## src/rtl/wake_timer_pkg.sv

```systemverilog
// Constants, field layouts and types shared by the wake-up timer block
package wake_timer_pkg;

  // Datapath widths
  localparam int CNT_W = 41;            // Wake-up counter width
  localparam int ADDR_W = 8;            // APB address width
  localparam int DATA_W = 32;           // APB data width
  localparam int HI_W = CNT_W - DATA_W; // Upper count slice width

  // Register byte offsets
  localparam logic [ADDR_W-1:0] OFF_CTRL = 8'h00;   // Control
  localparam logic [ADDR_W-1:0] OFF_STAT = 8'h04;   // Status, read clears
  localparam logic [ADDR_W-1:0] OFF_MASK = 8'h08;   // Interrupt mask
  localparam logic [ADDR_W-1:0] OFF_CALREF = 8'h0C; // Reference count
  localparam logic [ADDR_W-1:0] OFF_T0LO = 8'h10;   // Timer 0 low word
  localparam logic [ADDR_W-1:0] OFF_T0HI = 8'h14;   // Timer 0 high, loads
  localparam logic [ADDR_W-1:0] OFF_T1LO = 8'h18;   // Timer 1 low word
  localparam logic [ADDR_W-1:0] OFF_T1HI = 8'h1C;   // Timer 1 high, loads

  // Control field positions
  localparam int CTRL_RUN = 0;    // Two run bits from here
  localparam int CTRL_SOFF = 4;   // Two sleep-disable bits from here
  localparam int CTRL_SEL = 6;    // Two source-select bits from here
  localparam int CTRL_CAL = 8;    // Write one starts calibration

  // Status field positions; mask uses the same layout
  localparam int STAT_RUN = 0;    // Two running bits
  localparam int STAT_EXP = 2;    // Two expired bits
  localparam int STAT_CAL = 4;    // Calibration in progress

  // Reset value of the select field
  localparam logic [1:0] SEL_RST = 2'h0;

  // Calibration figures
  localparam int RC_HZ = 32000;          // Nominal slow clock, Hz
  localparam int REF_HZ = 16000000;      // Reference tick rate, Hz
  localparam int CAL_PERIODS = 20;       // Typical calibration length
  localparam int CAL_EXPECT = REF_HZ / RC_HZ * CAL_PERIODS; // 10000
  localparam int MCLK_NS = 10;           // Block clock period, ns

  // Slow clock sources
  typedef enum logic [1:0] {
    SRC_RC = 2'h0,
    SRC_XTAL = 2'h1,
    SRC_EXT = 2'h2
  } clk_src_t;

  // APB answer sequencer, one-hot
  typedef enum logic [1:0] {
    ST_IDLE = 2'h1,
    ST_ACK = 2'h2
  } apb_st_t;

endpackage

```

## src/rtl/wake_counter.sv

```systemverilog
// One 41-bit wake-up down counter with zero-reach pulse
module wake_counter #(
  parameter int W = wake_timer_pkg::CNT_W  // Counter width
) (
  input wire logic mclk,              // Block clock
  input wire logic rstn,              // Async reset, active low
  input wire logic ce,                // Clock enable
  input wire logic step,              // Decrement this cycle
  input wire logic load,              // Load new count
  input wire logic [W-1:0] loadValue, // Count to load
  output logic [W-1:0] count,         // Current count
  output logic zeroHit                // Pulse as count becomes zero
);
  import wake_timer_pkg::*;

  localparam logic [W-1:0] ONE = W'(1); // Decrement step

  typedef struct packed {
    logic [W-1:0] cnt; // Count
    logic hit;         // Zero-reach pulse
  } cnt_st_t;

  cnt_st_t r;
  cnt_st_t n;

  // Next state: load wins, else count down through zero and beyond
  always_comb begin
    n = r;
    n.hit = 1'b0;
    if (load) begin
      n.cnt = loadValue;
    end else if (step) begin
      n.cnt = r.cnt - ONE;
      n.hit = (r.cnt == ONE);
    end
  end

  // State register, frozen while ce is low
  always_ff @(posedge mclk or negedge rstn) begin
    if (!rstn) begin
      r <= '0;
    end else if (ce) begin
      r <= n;
    end
  end

  assign count = r.cnt;
  assign zeroHit = r.hit;
endmodule

```

## src/rtl/wakeup_timer.sv

```systemverilog
// Two wake-up timers with RC calibration, APB register slave
module wakeup_timer (
  input wire logic mclk,                                  // 100 MHz clock
  input wire logic rstn,                                  // Async reset
  input wire logic ce,                                    // Clock enable
  input wire logic [wake_timer_pkg::ADDR_W-1:0] paddr,    // APB address
  input wire logic psel,                                  // APB select
  input wire logic penable,                               // APB enable
  input wire logic pwrite,                                // APB write
  input wire logic [wake_timer_pkg::DATA_W-1:0] pwdata,   // APB wdata
  output logic [wake_timer_pkg::DATA_W-1:0] prdata,       // APB rdata
  output logic pready,                                    // APB ready
  output logic pslverr,                                   // APB error
  input wire logic rcClk,                                 // RC 32 kHz pin
  input wire logic xtalClk,                               // XTAL 32 kHz
  input wire logic extClk,                                // Ext 32 kHz
  input wire logic refTick,                               // 16 MHz strobe
  input wire logic sleepMode,                             // Device asleep
  input wire logic deepSleep,                             // Deep sleep
  output logic irq,                                       // Level irq
  output logic wakeEvent                                  // Wake pulse
);
  import wake_timer_pkg::*;

  localparam logic [DATA_W-1:0] REF_ONE = DATA_W'(1); // Reference step

  // Block state in one record, except the two counts held in the timer instances
  typedef struct packed {
    logic [2:0] sync1;          // First synchroniser stage
    logic [2:0] sync2;          // Second synchroniser stage
    logic [2:0] srcPrev;        // Synchronised sources, last cycle
    apb_st_t apbSt;             // Bus answer state
    logic pready;               // Ready output
    logic pslverr;              // Error output
    logic [DATA_W-1:0] prdata;  // Read data output
    logic [1:0] run;            // Run bits
    logic [1:0] sleepOff;       // Stop-in-sleep bits
    clk_src_t clkSel;           // Slow clock source
    logic [1:0] mask;           // Interrupt enables
    logic [1:0] expired;        // Sticky zero-reach flags
    logic [DATA_W-1:0] lo0;     // Timer 0 staged low word
    logic [DATA_W-1:0] lo1;     // Timer 1 staged low word
    logic calBusy;              // Calibration in progress
    logic [DATA_W-1:0] calRef;  // Reference tick count
    logic irq;                  // Interrupt output
    logic wake;                 // Wake pulse output
  } st_t;

  localparam st_t RST = '{apbSt: ST_IDLE, clkSel: clk_src_t'(SEL_RST),
                          default: '0};

  st_t r;
  st_t n;

  logic [CNT_W-1:0] count0;   // Timer 0 count
  logic [CNT_W-1:0] count1;   // Timer 1 count
  logic [1:0] hit;            // Zero-reach pulses
  logic [1:0] adv;            // Decrement enables
  logic [1:0] ldEn;           // Load strobes
  logic [CNT_W-1:0] ldVal;    // Shared load value
  logic [2:0] rise;           // Rising edge of each source
  logic tick;                 // Slow clock rising edge
  logic done;                 // APB completion edge
  logic [DATA_W-1:0] rdVal;   // Read mux
  logic rdHit;                // Address decodes
  logic [1:0] clr;            // Expired bits to clear

  // Counting is allowed when running, awake enough and not deep asleep
  function automatic logic mayCount(input logic run, input logic off);
    mayCount = run && !deepSleep && !(sleepMode && off);
  endfunction

  // Upper slice of a count, zero-extended to a bus word
  function automatic logic [DATA_W-1:0] hiWord(input logic [CNT_W-1:0] c);
    hiWord = DATA_W'(c[CNT_W-1:DATA_W]);
  endfunction

  // Address decode and read mux
  always_comb begin
    rdHit = 1'b1;
    rdVal = '0;
    unique case (paddr)
      OFF_CTRL: begin
        rdVal[CTRL_RUN +: 2] = r.run;
        rdVal[CTRL_SOFF +: 2] = r.sleepOff;
        rdVal[CTRL_SEL +: 2] = r.clkSel;
      end
      OFF_STAT: begin
        rdVal[STAT_RUN +: 2] = r.run;
        rdVal[STAT_EXP +: 2] = r.expired;
        rdVal[STAT_CAL] = r.calBusy;
      end
      OFF_MASK: begin
        rdVal[STAT_EXP +: 2] = r.mask;
      end
      OFF_CALREF: begin
        rdVal = r.calRef;
      end
      OFF_T0LO: begin
        rdVal = count0[DATA_W-1:0];
      end
      OFF_T0HI: begin
        rdVal = hiWord(count0);
      end
      OFF_T1LO: begin
        rdVal = count1[DATA_W-1:0];
      end
      OFF_T1HI: begin
        rdVal = hiWord(count1);
      end
      default: begin
        rdHit = 1'b0;
      end
    endcase
  end

  // Next-state logic for the whole block
  always_comb begin
    n = r;
    ldEn = '0;
    ldVal = '0;
    clr = '0;
    // Pins pass two flops; only sync2 is looked at
    n.sync1 = {extClk, xtalClk, rcClk};
    n.sync2 = r.sync1;
    // Edges are found per source before the select, so switching
    // sources never pairs two different levels into a false edge
    n.srcPrev = r.sync2;
    rise = r.sync2 & ~r.srcPrev;
    unique case (r.clkSel)
      SRC_XTAL: tick = rise[1];
      SRC_EXT: tick = rise[2];
      default: tick = rise[0];
    endcase
    adv[0] = tick && mayCount(r.run[0], r.sleepOff[0]);
    adv[1] = tick && mayCount(r.run[1], r.sleepOff[1]);
    done = psel && penable && r.pready;
    // Bus answer: one wait state, then ready for one cycle
    unique case (r.apbSt)
      ST_IDLE: begin
        if (psel && penable) begin
          n.apbSt = ST_ACK;
          n.pready = 1'b1;
          n.prdata = pwrite ? '0 : rdVal;
          n.pslverr = !rdHit;
        end
      end
      ST_ACK: begin
        n.apbSt = ST_IDLE;
        n.pready = 1'b0;
        n.pslverr = 1'b0;
        n.prdata = '0;
      end
    endcase
    // Writes take effect at the completion edge
    if (done && pwrite) begin
      unique case (paddr)
        OFF_CTRL: begin
          n.run = pwdata[CTRL_RUN +: 2];
          n.sleepOff = pwdata[CTRL_SOFF +: 2];
          n.clkSel = clk_src_t'(pwdata[CTRL_SEL +: 2]);
        end
        OFF_MASK: n.mask = pwdata[STAT_EXP +: 2];
        OFF_T0LO: n.lo0 = pwdata;
        OFF_T1LO: n.lo1 = pwdata;
        OFF_T0HI: begin
          ldEn[0] = 1'b1;
          ldVal = {pwdata[HI_W-1:0], r.lo0};
        end
        OFF_T1HI: begin
          ldEn[1] = 1'b1;
          ldVal = {pwdata[HI_W-1:0], r.lo1};
        end
        default: ;
      endcase
    end
    // Clear only the flags the captured read data showed, so an
    // expiry landing between capture and completion is kept
    if (done && !pwrite && paddr == OFF_STAT) begin
      clr = r.prdata[STAT_EXP +: 2];
    end
    n.expired = (r.expired & ~clr) | hit;
    // Calibration: reference counts while timer 0 runs down
    if (done && pwrite && paddr == OFF_CTRL && pwdata[CTRL_CAL]) begin
      n.calBusy = 1'b1;
      n.calRef = '0;
    end else if (r.calBusy) begin
      if (hit[0]) begin
        n.calBusy = 1'b0;
      end else if (refTick && r.run[0]) begin
        n.calRef = r.calRef + REF_ONE;
      end
    end
    // Stopped timers raise no interrupt even with a stale flag
    n.irq = |(n.expired & n.mask & n.run);
    n.wake = sleepMode && |(hit & r.mask);
  end

  // State register, frozen while ce is low
  always_ff @(posedge mclk or negedge rstn) begin
    if (!rstn) begin
      r <= RST;
    end else if (ce) begin
      r <= n;
    end
  end

  // Timer 0, also the calibration window
  wake_counter #(.W(CNT_W)) uTimer0 (
    .mclk(mclk),
    .rstn(rstn),
    .ce(ce),
    .step(adv[0]),
    .load(ldEn[0]),
    .loadValue(ldVal),
    .count(count0),
    .zeroHit(hit[0])
  );

  // Timer 1
  wake_counter #(.W(CNT_W)) uTimer1 (
    .mclk(mclk),
    .rstn(rstn),
    .ce(ce),
    .step(adv[1]),
    .load(ldEn[1]),
    .loadValue(ldVal),
    .count(count1),
    .zeroHit(hit[1])
  );

  assign prdata = r.prdata;
  assign pready = r.pready;
  assign pslverr = r.pslverr;
  assign irq = r.irq;
  assign wakeEvent = r.wake;
endmodule

```

## config.mk

```make
export PLATFORM = sky130hd
export DESIGN_NAME = wakeup_timer
export DESIGN_NICKNAME = d
export VERILOG_FILES = /design/src/rtl/wake_timer_pkg.sv /design/src/rtl/wake_counter.sv /design/src/rtl/wakeup_timer.sv
export SDC_FILE = /design/constraint.sdc
export NUM_CORES = 1
export LEC_CHECK = 0
export ABC_AREA = 0
export BUFFER_PORTS_ARGS = -buffer_cell sky130_fd_sc_hd__buf_2
export CAP_MARGIN = 20
export CORE_MARGIN = 2
export CORE_UTILIZATION = 55
export CTS_CLUSTER_SIZE = 12
export DETAILED_ROUTE_END_ITERATION = 6
export PLACE_DENSITY = 0.86
export SETUP_SLACK_MARGIN = 0.02
export SYNTH_ARGS = -nofsm -noshare
export SYNTH_HDL_FRONTEND = slang
export SYNTH_SLANG_ARGS = --single-unit
```

## constraint.sdc

```tcl
create_clock -name mclk -period 2.75 [get_ports mclk]
set_input_delay 0.275 -clock mclk [delete_from_list [all_inputs] [get_ports mclk]]
set_output_delay 0.275 -clock mclk [all_outputs]
set_load 0.1 [all_outputs]
```

==> impl_results.md <==
* Status: finished, final reports clean
* Net switching fraction of the power at 0.2446
* RSZ-0062 raised after global routing: false
* Hold Fails Final Rpt at 0
* Nets at 1511
* First-pass GRT wire length at 62320 microns
* Dpl hpwl at 27360 microns
* Power per cell area at 511.2 nW/um^2
* I/O pin cnt at 88
* Leakage at 6.759 nW
* Power share of the sequential group at 0.470
* Die Ht at 156.9 microns
* Synthesized net count at 1414
* PortBufs at 87
* TritonCTS Sinks at 237
* Setup TNS at 0 ps
* ANT nets after route at 0
* Setup CP Type: flip-flop to flip-flop
* Max Fclk at 372.2 MHz
* Vias/cell at 6.731
* Die Footprint at 24610 sq um
* Area leader, netlist: dfrtp_1
* EDFF count, synth at 0
* Max Cap Viol at 0
* Layout Skew at 15.72 ps
* Mapped cell area at 12850 sq um
* Post-synthesis sequential area ratio at 0.4615
* Clock transition at the registers of the reported paths at 60 ps
* Iteration-0 DRC Markers at 2060
* Crit path cell chain: or3_1, or4_4, buf_4, nor4_4, nand3_1, o32ai_1, a21oi_1
* Worst Hold Launch: pwdata[29]
* Via Count at 11.99k
* Final GP Congestion at 0.9890
* Post-route minimum period at 2687 ps
* P_sw at 1.869 mW
* Logic pwr share at 0.077
* Initial Util at 0.5643
* Max Slew Vio Count at 0
* CP max FO at 11
* Cells after Synth at 1355
* WL final at 40160 microns
* Vias in the first global route at 11.30k
* Largest net degree at the start of global routing at 150
* RR Startpoint: uTimer0.count[10]
* Worst path required time at 3130 ps
* Num rows at 55
* Primary FF master, synth: dfrtp_1
* Grt total ovfl at 0
* Number of CTS-inserted buffers at 26
* Die Span X at 156.9 microns
* Core region area at 22780 sq um
* Worst-Skew Late Latency at 540 ps
* GRT Overall Usage at 0.3250
* Critical Path AT at 3070 ps
* Area delta synth->final at 16.27%
* H-tree depth at 1
* Synth area leaders: dfrtp_1 (46%), mux2_2 (7.9%), a21oi_1 (4.8%)
* Avg Cell Area, Syn at 9.486 sq um
* Netlist cell types at 68
* Number of synthesis warnings at 0
* Clk network pwr share at 0.453
* Seq cells post-synth at 237
* Slew of the pin with the lowest slew margin at 717.5 ps
* Setup violators final at 0
* Async SR Flop Fraction at 1.000
* CTS tree: yes
* Min Hold Slack at 9.283 ps
* Top cell type's share of synthesized area at 0.4595
* CP Launch Type: flip-flop
* Share of cells above drive strength 1 at 0.2226
* Clk buf depth at 3
* Crit end category: flip-flop
* Peak supply drop at 0.4313 mV
* Slowest stage delay, CP at 440 ps
* Total Power at 7.639 mW
* Routed len/inst at 22.53 microns
* Clk root buf: clkbuf_16
* Critical Path Start: uTimer0.count[10]
* Residual DRC count at 0
* Initial antenna violation count at 0
* Max-slew headroom at 0.5217
* Diode count at 0
* Power Internal at 5.770 mW
* DRT Pass-1 Iters at 7
* Tcrit/Tclk final at 0.9771
* HP Class: primary input to flip-flop
* Critical-path top delay cell: or4_4
-- cell type report --
class | count | area (sq um)
Fill cell | 1791 | 7834
Tap cell | 313 | 391.6
Inverter | 32 | 120.1
Multi-Input combinational cell | 958 | 6228
Timing Repair Buffer | 197 | 1431
Clock buffer | 41 | 788.3
Clock inverter | 4 | 51.30
Sequential cell | 237 | 5933
-- final timing paths --
kind                                           to  slack [ps]  cells after the start
worst max register to register  uTimer0.count[40]          60                      7
worst min-delay path                        r[96]           9                      2
worst min register to register         prdata[11]         470                      2
max in group asynchronous                   r[83]        1550                      3
min in group asynchronous               prdata[3]         330                      2
worst max-delay path            uTimer0.count[40]          60                      7
-- what timing repair did --
item	in CTS	in global routing
resized for setup	1	1
hold buffers	23	0
setup buffers	0	0
endpoints found under the setup margin	1	4
endpoints found under the hold margin	119	0
-- per-stage QoR --
stage          setup WS, ps  area (sq um)    util  instances
4_1_cts               113.4         14940  0.6558       1782
6_report              63.02         14940  0.6561       1782
2_1_floorplan         81.75         12850       -       1355
5_1_grt               13.75         14940  0.6561       1782
3_5_place_dp          28.53         13860  0.6087       1714
3_3_place_gp          62.24         13860  0.6087       1714
-- power by group through the flow --
| stage | clock (mW) | combinational, mW | sequential, mW |
|---|---|---|---|
| detailed placement | 0 | 0.554 | 3.65 |
| floorplan | 0 | 0.220 | 3.72 |
| CTS | 3.48 | 0.582 | 3.59 |
| global route | 3.62 | 0.632 | 3.60 |
| finish | 3.46 | 0.589 | 3.59 |
| global placement | 0 | 0.544 | 3.65 |
-- cells in the mapped netlist (all sizes together), types with 5 or more instances --
| cell type | instances |
|---|---|
| mux2i | 7 |
| o2bb2ai | 6 |
| or3 | 24 |
| and3 | 23 |
| nor3 | 39 |
| o22a | 10 |
| nor4 | 23 |
| o31ai | 22 |
| a22oi | 10 |
| nand2b | 8 |
| and2 | 6 |
| a21oi | 122 |
| inv | 31 |
| clkbuf | 84 |
| nor2 | 62 |
| a222oi | 32 |
| buf | 44 |
| dfrtp | 236 |
| or2 | 6 |
| o32ai | 13 |
| ha | 7 |
| o41ai | 10 |
| o21a | 9 |
| o22ai | 37 |
| mux2 | 90 |
| nand3 | 52 |
| a21o | 6 |
| a221o | 5 |
| nand4 | 25 |
| a31oi | 20 |
| nand2 | 101 |
| a31o | 5 |
| a22o | 15 |
| o21ai | 112 |
| or4 | 12 |
-- flip-flops by register name, summed over array words and instances, names as in the netlist --
signal and flops:
uTimer0.count 41, prdata 32, uTimer0.zeroHit 1, pslverr 1, uTimer1.count 41, irq 1, uTimer1.zeroHit 1, n 6
wakeEvent 1, r 112
-- per-layer routing --
metal / vias up / track usage / wire [microns]
li1: 5339 / - / -
met1: 5775 / 0.4532 / 15730
met2: 755 / 0.4741 / 17440
met3: 123 / 0.09388 / 5415
met4: 2 / 0.1359 / 1518
met5: - / 0.01656 / 50
-- worst max-delay path: cells and delay by family (launching register included) --
kind | cells | cell delay, ps
compound gates | 2 | 440
buf+inv | 1 | 200
flops | 1 | 370
simple gates | 4 | 1510
-- cells in the final DEF, fill, tap and decap left out, types with 7 or more instances in the layout --
master           n
clkbuf_16       27
a222oi_1        32
inv_1           31
nor3_1          36
o21ai_0        112
o31ai_1         22
nand4_1         25
buf_12           8
mux2_2          90
nand2b_1         8
a22oi_1         10
o22a_1          10
ha_1             7
mux2i_1          7
dfrtp_1        235
and3_1          23
clkbuf_1         8
nand3_1         51
nor4_1          20
o32ai_1         13
a22o_1          15
or3_1           23
a31oi_1         20
buf_4           80
buf_2           85
or4_1           10
o22ai_1         37
dlygate4sd3_1   23
o41ai_1         10
a21oi_1        122
nor2_1          61
nand2_1        100
o21a_1           9
-- cells by family after synthesis --
logic type                 share of synthesized area
DFF                                           0.4615
buffers and inverters                        0.05626
and+or+nand+nor                               0.1594
adders and majority gates                   0.006814
AOI/OAI and AO/OA                             0.2318
muxes                                        0.08430
Power figures use the tool's default switching activity.
